File: config.mk
export PLATFORM = sky130hd
export DESIGN_NAME = rcadc_top
export DESIGN_NICKNAME = d
export VERILOG_FILES = /design/src/rcadc_pkg.sv /design/src/rcadc_cnt_if.sv /design/src/rcadc_counter.sv /design/src/rcadc_top.sv
export SDC_FILE = /design/constraint.sdc
export NUM_CORES = 1
export LEC_CHECK = 0
export BUFFER_PORTS_ARGS = -buffer_cell sky130_fd_sc_hd__buf_2
export CAP_MARGIN = 15
export CORE_MARGIN = 5
export CORE_UTILIZATION = 55
export DETAILED_ROUTE_END_ITERATION = 7
export GPL_TIMING_DRIVEN = 0
export PLACE_DENSITY = 0.79
export SLEW_MARGIN = 20
export SYNTH_ARGS = -nofsm -noshare
export SYNTH_HDL_FRONTEND = slang
export SYNTH_HIERARCHICAL = 1
export SYNTH_SLANG_ARGS = --single-unit
File: constraint.sdc
create_clock -name mclk -period 9.6 [get_ports mclk]
set_input_delay 0.96 -clock mclk [delete_from_list [all_inputs] [get_ports mclk]]
set_output_delay 0.96 -clock mclk [all_outputs]
set_load 0.01 [all_outputs]
File: src/rcadc_pkg.sv
package rcadc_pkg;

    // =========================================================
    // register addresses in the data memory space
    localparam logic [7:0] ADDR_CNT_A_HIGH  = 8'h20;
    localparam logic [7:0] ADDR_CNT_A_LOW   = 8'h21;
    localparam logic [7:0] ADDR_TIMER_CTRL  = 8'h22;
    localparam logic [7:0] ADDR_CNT_B_HIGH  = 8'h23;
    localparam logic [7:0] ADDR_CNT_B_LOW   = 8'h24;
    localparam logic [7:0] ADDR_CONV_CTRL   = 8'h25;
    localparam logic [7:0] ADDR_INT_CTRL_1  = 8'h0b;

    // =========================================================
    // converter control fields
    localparam int CONV_OVF_SEL_BIT  = 0;
    localparam int CONV_SELECT_BIT   = 1;
    localparam int CONV_MODE_LSB     = 4;
    localparam logic [7:0] CONV_CTRL_RMASK = 8'hf3;
    localparam logic [7:0] CONV_CTRL_RESET = 8'h00;

    // =========================================================
    // timer control fields
    localparam int TMR_EDGE_BIT      = 3;
    localparam int TMR_RUN_BIT       = 4;
    localparam int TMR_SRC_LSB       = 5;
    localparam logic [7:0] TMR_CTRL_RMASK  = 8'hf8;
    localparam logic [7:0] TMR_CTRL_RESET  = 8'h00;

    // =========================================================
    // interrupt control 1 field
    localparam int INT_TF_BIT        = 4;

    // =========================================================
    // counter A source codes
    localparam logic [2:0] SRC_SYS_CLK   = 3'h0;
    localparam logic [2:0] SRC_INSTR_CLK = 3'h1;
    localparam logic [2:0] SRC_RTC_OUT   = 3'h2;
    localparam logic [2:0] SRC_AD_CLK    = 3'h3;
    localparam logic [2:0] SRC_EVENT     = 3'h4;

    // counter B source codes
    localparam logic [3:0] MODE_CHAN0_IN = 4'h0;
    localparam logic [3:0] MODE_CHAN1_IN = 4'h7;

    // =========================================================
    // widths and counts
    localparam int CNT_W             = 16;
    localparam logic [15:0] CNT_ALL_ONES = 16'hffff;
    localparam logic [15:0] CNT_RESET    = 16'h0000;
    localparam logic [1:0]  INSTR_DIV_LAST = 2'h3;
    localparam int N_PIN_IN          = 4;
    localparam int PIN_RTC           = 0;
    localparam int PIN_CHAN0         = 1;
    localparam int PIN_CHAN1         = 2;
    localparam int PIN_RC_OSC        = 3;

endpackage : rcadc_pkg

File: src/rcadc_cnt_if.sv
`timescale 1ns/1ps

interface rcadc_cnt_if;

    logic        load;
    logic [15:0] load_val;
    logic        inc;
    logic [15:0] count;
    logic        ovf;

    modport ctrl (output load, output load_val, output inc,
                  input count, input ovf);
    modport cnt  (input load, input load_val, input inc,
                  output count, output ovf);

endinterface : rcadc_cnt_if

File: src/rcadc_counter.sv
`timescale 1ns/1ps

module rcadc_counter
    import rcadc_pkg::*;
(
    // clock and reset
    input  wire logic  mclk,
    input  wire logic  arst_n,
    input  wire logic  ce,
    // counter channel
    rcadc_cnt_if.cnt   port_if
);

    logic [15:0] count_ff;
    logic [15:0] nxt_count;

    // =========================================================
    // 16-bit up counter with parallel load
    assign port_if.ovf   = port_if.inc && (count_ff == CNT_ALL_ONES);
    assign port_if.count = count_ff;
    assign nxt_count     = port_if.load ? port_if.load_val
                         : port_if.inc  ? count_ff + 16'h0001
                         : count_ff;

    always_ff @(posedge mclk or negedge arst_n)
    begin
        if (!arst_n)
            count_ff <= CNT_RESET;
        else if (ce)
            count_ff <= nxt_count;
    end

endmodule : rcadc_counter

File: src/rcadc_top.sv
`timescale 1ns/1ps
// How it works
// - converter-select bit 1 turns the counters into converter; else timer.
// - counters A and B are 16-bit up counters from loaded value.
// - in converter mode counter A counts system, instruction or RTC clock.
// - mode field bits 4-7 pick counter B source; 1xxx counts nothing.
// - overflow-select bit 0 picks A or B for interrupt; void in timer mode.
// - setting run bit 4 starts both counters together in converter mode.
// - any converter-mode overflow stops both counters and clears run bit.
// - selected overflow sets timer interrupt flag as counters stop.
// - low-byte writes go only to the shared holding buffer.
// - high-byte write loads high byte plus buffer into counter at once.
// - high-byte read captures live low byte; low-byte read returns buffer.
// - counter byte registers are locked while run bit is set.
// - converter control bits 2 and 3 read as zero.
// - source field 000 system clock, 001 clock/4, 010 RTC output.

module rcadc_top
    import rcadc_pkg::*;
(
    // clock, reset, enable
    input  wire logic       mclk,
    input  wire logic       arst_n,
    input  wire logic       ce,
    // register access
    input  wire logic [7:0] reg_addr,
    input  wire logic       reg_wr,
    input  wire logic       reg_rd,
    input  wire logic [7:0] reg_wdata,
    output logic      [7:0] reg_rdata,
    // clock pins, asynchronous
    input  wire logic       rtc_clk_in,
    input  wire logic       chan0_clock_input,
    input  wire logic       chan1_clock_input,
    input  wire logic       rc_osc_in,
    // status toward the system
    output logic      [3:0] osc_select,
    output logic            converter_select,
    output logic            run_bit,
    output logic            timer_irq_flag
);

    // =========================================================
    // state
    logic [7:0]  conv_ctrl_ff;
    logic [7:0]  tmr_ctrl_ff;
    logic        tf_ff;
    logic [7:0]  low_buf_ff;
    logic [7:0]  rdata_ff;
    logic [1:0]  div_ff;
    logic [N_PIN_IN-1:0] pin_rise;

    rcadc_cnt_if cnt_a_if ();
    rcadc_cnt_if cnt_b_if ();

    // =========================================================
    // pin synchronisers and rising-edge detect
    genvar gi;
    generate
        for (gi = 0; gi < N_PIN_IN; gi++)
        begin : g_pin
            logic pin_raw;
            logic sync1_ff;
            logic sync2_ff;
            logic prev_ff;
            if (gi == PIN_RTC)
            begin : g_rtc
                assign pin_raw = rtc_clk_in;
            end
            else if (gi == PIN_CHAN0)
            begin : g_c0
                assign pin_raw = chan0_clock_input;
            end
            else if (gi == PIN_CHAN1)
            begin : g_c1
                assign pin_raw = chan1_clock_input;
            end
            else
            begin : g_rc
                assign pin_raw = rc_osc_in;
            end

            // prev resets low like the idle pin: no false edge
            always_ff @(posedge mclk or negedge arst_n)
            begin
                if (!arst_n)
                    sync1_ff <= 1'b0;
                else if (ce)
                    sync1_ff <= pin_raw;
            end

            always_ff @(posedge mclk or negedge arst_n)
            begin
                if (!arst_n)
                    sync2_ff <= 1'b0;
                else if (ce)
                    sync2_ff <= sync1_ff;
            end

            always_ff @(posedge mclk or negedge arst_n)
            begin
                if (!arst_n)
                    prev_ff <= 1'b0;
                else if (ce)
                    prev_ff <= sync2_ff;
            end

            assign pin_rise[gi] = sync2_ff && !prev_ff;
        end
    endgenerate

    // =========================================================
    // control field decode
    wire       conv_mode = conv_ctrl_ff[CONV_SELECT_BIT];
    wire       ovf_sel_b = conv_ctrl_ff[CONV_OVF_SEL_BIT];
    wire [3:0] conv_mode_field = conv_ctrl_ff[CONV_MODE_LSB +: 4];
    wire [2:0] src_sel   = tmr_ctrl_ff[TMR_SRC_LSB +: 3];
    wire       run       = tmr_ctrl_ff[TMR_RUN_BIT];
    // free divider: instruction clock is every fourth mclk
    wire       instr_tick = (div_ff == INSTR_DIV_LAST);

    // counter A source decode
    wire a_src_sys   = (src_sel == SRC_SYS_CLK);
    wire a_src_instr = (src_sel == SRC_INSTR_CLK);
    wire a_src_rtc   = (src_sel == SRC_RTC_OUT);
    wire a_src_event = !conv_mode && (src_sel == SRC_EVENT);
    wire tick_a      = a_src_sys
                    || (a_src_instr && instr_tick)
                    || (a_src_rtc && pin_rise[PIN_RTC])
                    || (a_src_event && pin_rise[PIN_CHAN0]);

    // counter B source decode from converter mode field
    wire b_src_none  = conv_mode_field[3];
    wire b_src_ch0   = (conv_mode_field == MODE_CHAN0_IN);
    wire b_src_ch1   = (conv_mode_field == MODE_CHAN1_IN);
    wire b_src_rc    = !b_src_none && !b_src_ch0 && !b_src_ch1;
    wire tick_b      = (b_src_ch0 && pin_rise[PIN_CHAN0])
                    || (b_src_ch1 && pin_rise[PIN_CHAN1])
                    || (b_src_rc && pin_rise[PIN_RC_OSC]);

    // =========================================================
    // register access decode
    wire sel_a_hi  = (reg_addr == ADDR_CNT_A_HIGH);
    wire sel_a_lo  = (reg_addr == ADDR_CNT_A_LOW);
    wire sel_tmr   = (reg_addr == ADDR_TIMER_CTRL);
    wire sel_b_hi  = (reg_addr == ADDR_CNT_B_HIGH);
    wire sel_b_lo  = (reg_addr == ADDR_CNT_B_LOW);
    wire sel_conv  = (reg_addr == ADDR_CONV_CTRL);
    wire sel_int   = (reg_addr == ADDR_INT_CTRL_1);
    wire cnt_open  = !run;
    wire wr_a_hi   = reg_wr && sel_a_hi && cnt_open;
    wire wr_b_hi   = reg_wr && sel_b_hi && cnt_open;
    wire wr_lo     = reg_wr && (sel_a_lo || sel_b_lo) && cnt_open;
    wire rd_a_hi   = reg_rd && sel_a_hi && cnt_open;
    wire rd_b_hi   = reg_rd && sel_b_hi && cnt_open;
    wire wr_tmr    = reg_wr && sel_tmr;
    wire wr_conv   = reg_wr && sel_conv;
    wire wr_int    = reg_wr && sel_int;

    // =========================================================
    // counting and overflow
    wire cnt_conv  = conv_mode && run;
    wire timer_run = !conv_mode && run;
    wire ovf_a     = cnt_a_if.ovf;
    wire ovf_b     = cnt_b_if.ovf;
    // either overflow stops both, only the selected one flags
    wire conv_stop = cnt_conv && (ovf_a || ovf_b);
    wire conv_irq  = cnt_conv && (ovf_sel_b ? ovf_b : ovf_a);
    wire tmr_irq   = timer_run && ovf_a;
    wire set_tf    = conv_irq || tmr_irq;
    wire [15:0] wr_word = {reg_wdata, low_buf_ff};

    assign cnt_a_if.inc = (cnt_conv || timer_run) && tick_a;
    assign cnt_b_if.inc = cnt_conv && tick_b;
    // timer mode: overflow reloads a from b
    assign cnt_a_if.load = wr_a_hi || tmr_irq || (!conv_mode && wr_b_hi);
    assign cnt_a_if.load_val = tmr_irq ? cnt_b_if.count : wr_word;
    assign cnt_b_if.load = wr_b_hi;
    assign cnt_b_if.load_val = wr_word;

    // =========================================================
    // counter instances
    rcadc_counter u_cnt_a (
        .mclk    (mclk),
        .arst_n  (arst_n),
        .ce      (ce),
        .port_if (cnt_a_if)
    );

    rcadc_counter u_cnt_b (
        .mclk    (mclk),
        .arst_n  (arst_n),
        .ce      (ce),
        .port_if (cnt_b_if)
    );

    // =========================================================
    // next values
    // one buffer shared by both counters
    wire [7:0] nxt_low_buf = wr_lo   ? reg_wdata
                           : rd_a_hi ? cnt_a_if.count[7:0]
                           : rd_b_hi ? cnt_b_if.count[7:0]
                           : low_buf_ff;

    wire [7:0] nxt_conv_ctrl = wr_conv ? (reg_wdata & CONV_CTRL_RMASK)
                                       : conv_ctrl_ff;

    // stop cycle forces run low, even over a write
    wire [7:0] tmr_wr_val  = reg_wdata & TMR_CTRL_RMASK;
    wire [7:0] nxt_tmr_ctrl =
        conv_stop ? ((wr_tmr ? tmr_wr_val : tmr_ctrl_ff)
                     & ~(8'h01 << TMR_RUN_BIT))
        : wr_tmr  ? tmr_wr_val
        : tmr_ctrl_ff;

    // hardware set beats a software clear
    wire       nxt_tf = set_tf ? 1'b1
                      : wr_int ? reg_wdata[INT_TF_BIT]
                      : tf_ff;

    // read data select, unmapped and locked reads give zero
    wire  [7:0] tf_word = 8'(tf_ff) << INT_TF_BIT;
    logic [7:0] rd_mux;

    always_comb
    begin
        rd_mux = 8'h00;
        if (sel_a_hi && cnt_open)
            rd_mux = cnt_a_if.count[15:8];
        else if (sel_b_hi && cnt_open)
            rd_mux = cnt_b_if.count[15:8];
        else if ((sel_a_lo || sel_b_lo) && cnt_open)
            rd_mux = low_buf_ff;
        else if (sel_tmr)
            rd_mux = tmr_ctrl_ff;
        else if (sel_conv)
            rd_mux = conv_ctrl_ff & CONV_CTRL_RMASK;
        else if (sel_int)
            rd_mux = tf_word;
    end

    wire [7:0] nxt_rdata = reg_rd ? rd_mux : rdata_ff;
    wire [1:0] nxt_div   = div_ff + 2'h1;

    // =========================================================
    // control registers
    always_ff @(posedge mclk or negedge arst_n)
    begin
        if (!arst_n)
            conv_ctrl_ff <= CONV_CTRL_RESET;
        else if (ce)
            conv_ctrl_ff <= nxt_conv_ctrl;
    end

    always_ff @(posedge mclk or negedge arst_n)
    begin
        if (!arst_n)
            tmr_ctrl_ff <= TMR_CTRL_RESET;
        else if (ce)
            tmr_ctrl_ff <= nxt_tmr_ctrl;
    end

    always_ff @(posedge mclk or negedge arst_n)
    begin
        if (!arst_n)
            tf_ff <= 1'b0;
        else if (ce)
            tf_ff <= nxt_tf;
    end

    // =========================================================
    // data path registers
    always_ff @(posedge mclk or negedge arst_n)
    begin
        if (!arst_n)
            low_buf_ff <= 8'h00;
        else if (ce)
            low_buf_ff <= nxt_low_buf;
    end

    always_ff @(posedge mclk or negedge arst_n)
    begin
        if (!arst_n)
            rdata_ff <= 8'h00;
        else if (ce)
            rdata_ff <= nxt_rdata;
    end

    always_ff @(posedge mclk or negedge arst_n)
    begin
        if (!arst_n)
            div_ff <= 2'h0;
        else if (ce)
            div_ff <= nxt_div;
    end

    // =========================================================
    // outputs, all from flip-flops
    assign reg_rdata        = rdata_ff;
    assign osc_select       = conv_ctrl_ff[CONV_MODE_LSB +: 4];
    assign converter_select = conv_ctrl_ff[CONV_SELECT_BIT];
    assign run_bit          = tmr_ctrl_ff[TMR_RUN_BIT];
    assign timer_irq_flag   = tf_ff;

endmodule : rcadc_top

Word-level counts from Yosys, hierarchy flattened
Index checks and enable logic that the tools add are counted.

word-level totals
  word-level logic and storage cells = 130
  output and inout bits = 15
  register bits after elaboration = 77

cells by class
  muxes and demuxes = 19
  add/subtract/negate cells = 3
  reduce and logical (&&, ||, !) cells = 73
  eq/ne operators = 14

operator list
  operator               number
  $mux 16                5
  $mux 8                 9
  $eq 8x6->1 const B     6
  $logic_and 1x1->1      39
  $add 16x1->16 const B  2
  $eq 16x16->1 const B   2
  $reduce_and 2->1       7
  $logic_or 1x1->1       11
  $mux 5                 2
  $logic_not 1->1        9
  $eq 8x4->1 const B     1
  $reduce_bool 2->1      4
  $eq 4x3->1 const B     1
  $logic_not 4->1        1
  $eq 3x1->1 const B     1
  $eq 3x2->1 const B     1
  $eq 3x3->1 const B     1
  $logic_not 3->1        1
  $mux 1                 3
  $reduce_bool 3->1      1
  $add 2x1->2 const B    1
  $eq 2x2->1 const B     1

Longest topological paths before layout
Gate-level depths: netlist of the first run.

  word-level depth = 13
  depth in mapped cells = 16
  gate-level depth less buffers = 14

Hierarchy
Netlist of the first run, hierarchy kept.

by module, submodules not included
  module                   cells each  sequential area each (um^2)  area each (um^2)  times used
  rcadc_top                302         1051.0                       2924.1            1
  rcadc_counter (u_cnt_a)  129         400.4                        1152.4            1
  rcadc_counter (u_cnt_b)  136         400.4                        1068.5            1

Worst setup path after synthesis of the first run
Ideal clock, no wire load.

  kind = reg2reg
  from = reg div_ff[0]
  to = reg u_cnt_a.count_ff[15] (netlist: u_cnt_a/port_if.count[15])
  data arrival time = 3.136 ns
  path slack = 6.345 ns
  stages on the path, launching flop included = 16
  library setup time = 0.119 ns
  path buffers = 1
  cells stage by stage = dfrtp_1 ha_1 inv_1 a21o_1 a21oi_1 o21a_1 nand4_1 nor4_4 and3_2 nand3b_1 buf_2 o31ai_1 o21ai_1 o2bb2ai_1 a221o_1 and2_1

between the ends
  cells in the longest elaborated chain, start to end = 12
  elaborated cells on any way between the ends = 14
  those cells by class = eq/ne: 1; mux: 2; reduce/logical: 11

RTL lines
  item                                RTL line             text
  from (decl)                         rcadc_top.sv:50      logic [1:0] div_ff;
  from (signal assigned)              rcadc_top.sv:294     div_ff <= nxt_div;
  $eq 2x2->1 (*)                      rcadc_top.sv:120     wire instr_tick = (div_ff == INSTR_DIV_LAST);
  $logic_and 1x1->1 (*)               rcadc_top.sv:128     || (a_src_instr && instr_tick)
  $logic_or 1x1->1 (*)                rcadc_top.sv:128
  $logic_or 1x1->1 (*)                rcadc_top.sv:129     || (a_src_rtc && pin_rise[PIN_RTC])
  $logic_or 1x1->1 (*)                rcadc_top.sv:130     || (a_src_event && pin_rise[PIN_CHAN0]);
  $logic_and 1x1->1 (*)               rcadc_top.sv:173     assign cnt_a_if.inc = (cnt_conv || timer_run) && tick_a;
  net cnt_a_if.inc                    rcadc_cnt_if.sv:7    logic inc;
  $logic_and 1x1->1 (*)               rcadc_counter.sv:19  assign port_if.ovf = port_if.inc && (count_ff == CNT_ALL_ONES);
  net cnt_a_if.ovf                    rcadc_cnt_if.sv:9    logic ovf;
  $logic_and 1x1->1 (*)               rcadc_top.sv:169     wire tmr_irq = timer_run && ovf_a;
  $logic_or 1x1->1 (*) (2 in series)  rcadc_top.sv:176     assign cnt_a_if.load = wr_a_hi || tmr_irq || (!conv_mode && wr_b_hi);
  net cnt_a_if.load                   rcadc_cnt_if.sv:5    logic load;
  $reduce_bool 2->1 (no line)         --
  $reduce_and 2->1 (no line)          --
  to (signal assigned)                rcadc_counter.sv:30  count_ff <= nxt_count;
  to (decl)                           rcadc_counter.sv:14  logic [15:0] count_ff;

The timed path passes the listed nets; every way through them passes the cells marked *.
A chain may end at the register's enable or synchronous reset.

Worst setup path after layout of the first run
Same ends and word-level chain as after synthesis.

==> flow_summary.yaml, run 1 <==
clock_network:
  clock-sinks: 74
  cts_max_level: 3
  postCtsSetupBuffers: 0
  cts_resized: 0
  cts_tree: "done"
  clk_pin_slew_ns: 0.09
  ctsHoldBuffers: 0
  cts_made_buffers: 9
  clk-insertion-delay-late_ns: 0.37
  clockBufferDepth: 2
  ctsRootBufferMaster: "clkbuf_8"
worst_setup_path:
  rrSetupSlack_ns: 5.30
  r2r_cells: 15
  reg2reg_to: "u_cnt_a/port_if.count[15]$_DFFE_PN0P_"
  crit_buf_inv: 2
  crit_start: "div_ff[0]$_DFFE_PN0P_"
  cp.arrival_ns: 4.54
  crit_chain: "ha_1 -> inv_1 -> a21o_1 -> a21oi_1 -> o21a_1 -> nand4_1 -> nor4_4 -> and3_2 -> nand3b_1 -> buf_2 -> o31ai_1 -> o21ai_1 -> o2bb2ai_1 -> a221o_1 -> and2_1"
  worstSetupPathType: "reg2reg"
  path_depth: 15
  rr_startpoint: "div_ff[0]$_DFFE_PN0P_"
  end_kind: "register"
  cp_top_family: "compound AO/OA/AOI/OAI gates"
  crit_path_start_kind: "register"
  crit_path_max_fanout: 10
  slowest_stage: "o21ai_1"
  max_stage_delay_ns: 0.44
  worstPathRequired_ns: 9.85
  endpoint: "u_cnt_a/port_if.count[15]$_DFFE_PN0P_"
die:
  initial_core_util_pct: 55.9
  die_h_um: 107
  fp-row-count: 35
  pin_count: 40
  die-area_mm2: 0.0114
  coreArea_mm2: 0.00920
  die_w_um: 107
synth:
  syn_avg_cell_area_um2: 9.07
  yosysUniqueCellTypes: 76
  yosysTopAreaCell: "dfrtp_1"
  synth_edf_count: 0
  synth-seq-cells: 74
  syn-num-nets: 595
  ys.flop_type: "dfrtp_1"
  synth_top_area_share_pct: 36.0
  synthArstFlopShare_pct: 100
  synth_area_mm2: 0.00514
  synthTopCellsByArea: "dfrtp_1 (36%), mux2_2 (8.8%), o21ai_0 (3.6%)"
  syn_inst: 567
  synth_warnings: 6
  seq_area_frac_synth_pct: 36.0
min_path:
  hold_start: "div_ff[0]$_DFFE_PN0P_"
  hold_path_depth: 1
  min_path_type: "reg2reg"
cells_and_area:
  post-route-util_pct: 61.6
  fin_nets: 643
  mostFrequentLayoutCells: "dfrtp_1 (74), buf_2 (45), nand2_1 (42)"
  drive_gt1_share_pct: 21.9
  n_antenna_cell: 0
  area_delta_synth_final_pct: 10.2
  mostFrequentLayoutCell: "dfrtp_1"
place:
  port_buffers: 36
  post-dp-hpwl_mm: 11.7
  gp_congestion: 1.01
timing:
  fmax_ghz: 0.233
  finalSetupTns_ns: 0
  fin_crit_sh_pct: 44.8
  relSlewSlack_pct: 32.4
  fin_skew_ns: 0.0191
  slew_violations: 0
  period_needed_ns: 4.30
  tightest_slew_ns: 1.00
  grt_setup_unrepaired: "no"
  setup-violations-final: 0
  finalHoldViolations: 0
pwr:
  peakVddDrop_mv: 0.0789
  power.leakage_nw: 2.31
  finalPower_uw: 694
  power_density_mw_per_mm2: 122
drt:
  routedWlPerCell_um: 21.7
  drt-initial-drc-count: 611
  ant_nets: 0
  wl_mm: 15.8
  drc_errors: 0
  firstDrtPassIters: 5
  viasPerCell: 6.94
  vias: 5070
job:
  cap_violations: 0
grt:
  antenna_found_initial: 0
  grt_pass1_wl_mm: 25.4
  grt_remaining_overflow: 0
  grt_use_total_pct: 28.2
  grt_pass1_vias: 4728
  grt_max_degree: 44
status:
  status: "complete, no violations"
[report_power, final]
| group | switching, mW | internal (mW) | total, mW |
|---|---|---|---|
| registers | 0.0219 | 0.333 | 0.354 |
| clock network | 0.135 | 0.0974 | 0.232 |
| logic | 0.0614 | 0.0453 | 0.107 |
| total | 0.218 | 0.475 | 0.694 |
[layout make-up]
cell class              count  area, um2
plain buffers              42        240
clock buffers               9        124
clock inverters             7       58.8
fillers                   785       3530
inverters                  15       56.3
multi-input cells         436       3000
flip-flops and latches     74       1850
well taps                 111        139
repair buffers             37        203
[worst min path at each step]
stage | end | slack [ns]
floorplan | div_ff[0]$_DFFE_PN0P_ | 0.45
global placement | div_ff[0]$_DFFE_PN0P_ | 0.46
detailed placement | div_ff[0]$_DFFE_PN0P_ | 0.47
CTS | div_ff[0]$_DFFE_PN0P_ | 0.48
global route | div_ff[0]$_DFFE_PN0P_ | 0.51
finish | div_ff[0]$_DFFE_PN0P_ | 0.48
[worst reg2reg max path, stage by stage (launching register included)]
cell       delay [ns]
dfrtp_1          0.37
ha_1             0.15
inv_1            0.04
a21o_1           0.16
a21oi_1          0.14
o21a_1           0.28
nand4_1          0.18
nor4_4           0.38
and3_2           0.30
nand3b_1         0.41
buf_2            0.37
o31ai_1          0.29
o21ai_1          0.45
o2bb2ai_1        0.26
a221o_1          0.27
and2_1           0.14
[metrics by stage]
step	instance area [um2]	setup slack (ns)	hold slack [ns]	instances
floorplan	5140	6.35	0.448	567
global placement	5460	5.58	0.461	714
detailed placement	5490	5.49	0.470	715
CTS	5670	5.47	0.483	731
global route	5670	5.24	0.511	731
finish	5670	5.30	0.480	731
[cell usage after synthesis (all sizes together) (3+ instances only)]
| library cell | n |
|---|---|
| nand3 | 35 |
| nor4bb | 3 |
| nand4b | 4 |
| o31ai | 7 |
| nor4b | 4 |
| and2 | 3 |
| a32oi | 3 |
| nand4 | 19 |
| nor3 | 14 |
| and3b | 3 |
| a22o | 6 |
| o22ai | 7 |
| and3 | 7 |
| nor2b | 6 |
| nor3b | 6 |
| or2 | 3 |
| o21a | 4 |
| nand3b | 4 |
| mux2i | 11 |
| maj3 | 3 |
| a31oi | 8 |
| dfrtp | 74 |
| nor4 | 15 |
| a22oi | 12 |
| inv | 15 |
| nand2 | 42 |
| a21oi | 36 |
| o21ai | 39 |
| clkbuf | 20 |
| a2bb2oi | 3 |
| nor2 | 31 |
| a21o | 7 |
| buf | 22 |
| or3 | 4 |
| and4 | 5 |
| a211oi | 3 |
| mux2 | 40 |
| nand2b | 4 |
| ha | 3 |
| o2bb2ai | 6 |
[logic make-up (layout without fill, tap and decap cells)]
| logic type | Yosys count | count (layout) | synth area share [%] |
|---|---|---|---|
| xor gates and xnor gates | 2 | 2 | 0.341 |
| buffers and inverters | 57 | 110 | 5.76 |
| and+or+nand+nor | 219 | 219 | 25.4 |
| muxes | 51 | 51 | 10.9 |
| DFF | 74 | 74 | 36.0 |
| adders and majority gates | 6 | 6 | 1.31 |
| AOI/OAI and AO/OA | 158 | 158 | 20.3 |
[metal layers]
metal	vias up	global-route usage, %	share of wire, %
met5	-	0	0
li1	2257	-	-
met3	54	5.30	10
met2	321	42.7	44
met4	0	9.68	2.9
met1	2438	40.4	42
[sequential cells by signal (all words and copies together), names as in the netlist]
name and flops:
low_buf_ff 8, u_cnt_b/port_if.count 16, g_pin.prev_ff 4, conv_ctrl_ff 6, g_pin.sync1_ff 4, div_ff 2, reg_rdata 8, g_pin.sync2_ff 4
tmr_ctrl_ff 5, u_cnt_a/port_if.count 16, timer_irq_flag 1
Power figures use the tool's default switching activity.
==> run 2, diff against run 1 <==
==> constraint.sdc (replaced) <==
create_clock -name mclk -period 4 [get_ports mclk]
set_input_delay 0.4 -clock mclk [delete_from_list [all_inputs] [get_ports mclk]]
set_output_delay 0.4 -clock mclk [all_outputs]
set_load 0.01 [all_outputs]
==> flow_summary.yaml, run 2 (synthesis gave the netlist of run 1 again) <==
status:
  status: "complete, no violations"
place:
  dp_worst_setup_slack_ns: -0.112
  port_buffers: 36
  post-dp-hpwl_mm: 11.7
  gp_congestion: 1.01
  postPlaceCellArea_mm2: 0.00549
  placedCellCount: 715
grt:
  grt_pass1_vias: 4725
  grt_max_degree: 44
  antenna_found_initial: 0
  grt_remaining_overflow: 0
  grt_pass1_wl_mm: 25.4
  grt_use_total_pct: 28.2
die:
  pin_count: 40
  die_h_um: 107
  fp-row-count: 35
  die_w_um: 107
  die-area_mm2: 0.0114
  initial_core_util_pct: 55.9
  coreArea_mm2: 0.00920
clock_network:
  clk-insertion-delay-late_ns: 0.37
  cts_tree: "done"
  cts_made_buffers: 9
  ctsRootBufferMaster: "clkbuf_8"
  cts_max_level: 3
  clockBufferDepth: 2
  clock-sinks: 74
  clk_pin_slew_ns: 0.10
worst_setup_path:
  crit_path_start_kind: "register"
  worstPathRequired_ns: 4.25
  cp.arrival_ns: 4.04
  max_stage_delay_ns: 0.39
  worstSetupPathType: "reg2reg"
  cp_top_family: "compound AO/OA/AOI/OAI gates"
  crit_buf_inv: 2
  slowest_stage: "nor4_4"
  crit_chain: "ha_1 -> inv_1 -> a21o_1 -> a21oi_1 -> o21a_1 -> nand4_1 -> nor4_4 -> and3_2 -> nand3b_1 -> buf_2 -> o31ai_1 -> o21ai_2 -> o2bb2ai_1 -> a221o_1 -> and2_1"
  crit_path_max_fanout: 10
  end_kind: "register"
job:
  cap_violations: 0
timing:
  fin_ws_ns: 0.206
  tightest_slew_ns: 1.06
  slew_violations: 0
  whs_ns: 0.259
  fmax_ghz: 0.264
  fin_skew_ns: 0.0191
  finalHoldViolations: 0
  finalSetupTns_ns: 0
  grt_setup_unrepaired: "no"
  setup-violations-final: 0
  relSlewSlack_pct: 28.6
  fin_crit_sh_pct: 94.8
  period_needed_ns: 3.79
drt:
  drc_errors: 0
  viasPerCell: 6.84
  drt-initial-drc-count: 579
  ant_nets: 0
  firstDrtPassIters: 5
  wl_mm: 15.9
  vias: 5011
  routedWlPerCell_um: 21.7
cells_and_area:
  area_delta_synth_final_pct: 10.6
  post-route-util_pct: 61.9
  mostFrequentLayoutCell: "dfrtp_1"
  fin_area_mm2: 0.00569
  stdcell_count: 733
  drive_gt1_share_pct: 22.2
  n_antenna_cell: 0
  fin_nets: 645
  mostFrequentLayoutCells: "dfrtp_1 (74), buf_2 (45), nand2_1 (42)"
pwr:
  finalPower_mw: 1.67
  power.leakage_nw: 2.32
  peakVddDrop_mv: 0.190
  power_density_mw_per_mm2: 293
min_path:
  min_path_type: "in2reg"
## run 2: changes by cell type in the layout (fill, tap and decap cells not counted), sizes merged
cell	delta
buf	+1
dlygate4sd3	+1
## run 2: layer usage
layer	vias to the layer above	track usage, %	wire, um
met2	287	42.9	7190
met1	2416	40.4	6740
met5	-	0	0
met3	42	5.30	1610
li1	2266	-	-
met4	0	9.77	383
## run 2: path summary, 6_finish.rpt
path / from / endpoint / slack [ns] / depth (start not counted)
worst min register to register: div_ff[0]$_DFFE_PN0P_ / div_ff[0]$_DFFE_PN0P_ / 0.48 / 1
worst max register to register: div_ff[0]$_DFFE_PN0P_ / u_cnt_a/port_if.count[15]$_DFFE_PN0P_ / 0.21 / 15
worst max-delay path: div_ff[0]$_DFFE_PN0P_ / u_cnt_a/port_if.count[15]$_DFFE_PN0P_ / 0.21 / 15
max in group asynchronous: arst_n / u_cnt_a/port_if.count[2]$_DFFE_PN0P_ / 2.90 / 3
worst min-delay path: rc_osc_in / g_pin[3].sync1_ff$_DFFE_PN0P_ / 0.26 / 2
min in group asynchronous: arst_n / g_pin[3].sync1_ff$_DFFE_PN0P_ / 0.50 / 2
## run 2: cell type report
type	instances	area, um2
plain buffers	42	240
clock buffers	9	124
clock inverters	7	58.8
fillers	784	3510
inverters	15	56.3
multi-input cells	436	3000
flip-flops and latches	74	1850
well taps	111	139
repair buffers	39	220
## run 2: power by group
group | internal (mW) | leakage (nW) | switching, mW | total (mW)
Clock | 0.234 | 0.0868 | 0.323 | 0.557
Sequential | 0.798 | 0.953 | 0.0526 | 0.851
Combinational | 0.109 | 1.28 | 0.149 | 0.258
## run 2: repair_timing
| action | 4_1_cts | 5_1_grt |
|---|---|---|
| hold buffers | 1 | 0 |
| resized for setup | 1 | 0 |
| setup endpoints to repair | 1 | 0 |
| endpoints found under the hold margin | 31 | 0 |
| setup buffers | 1 | 0 |
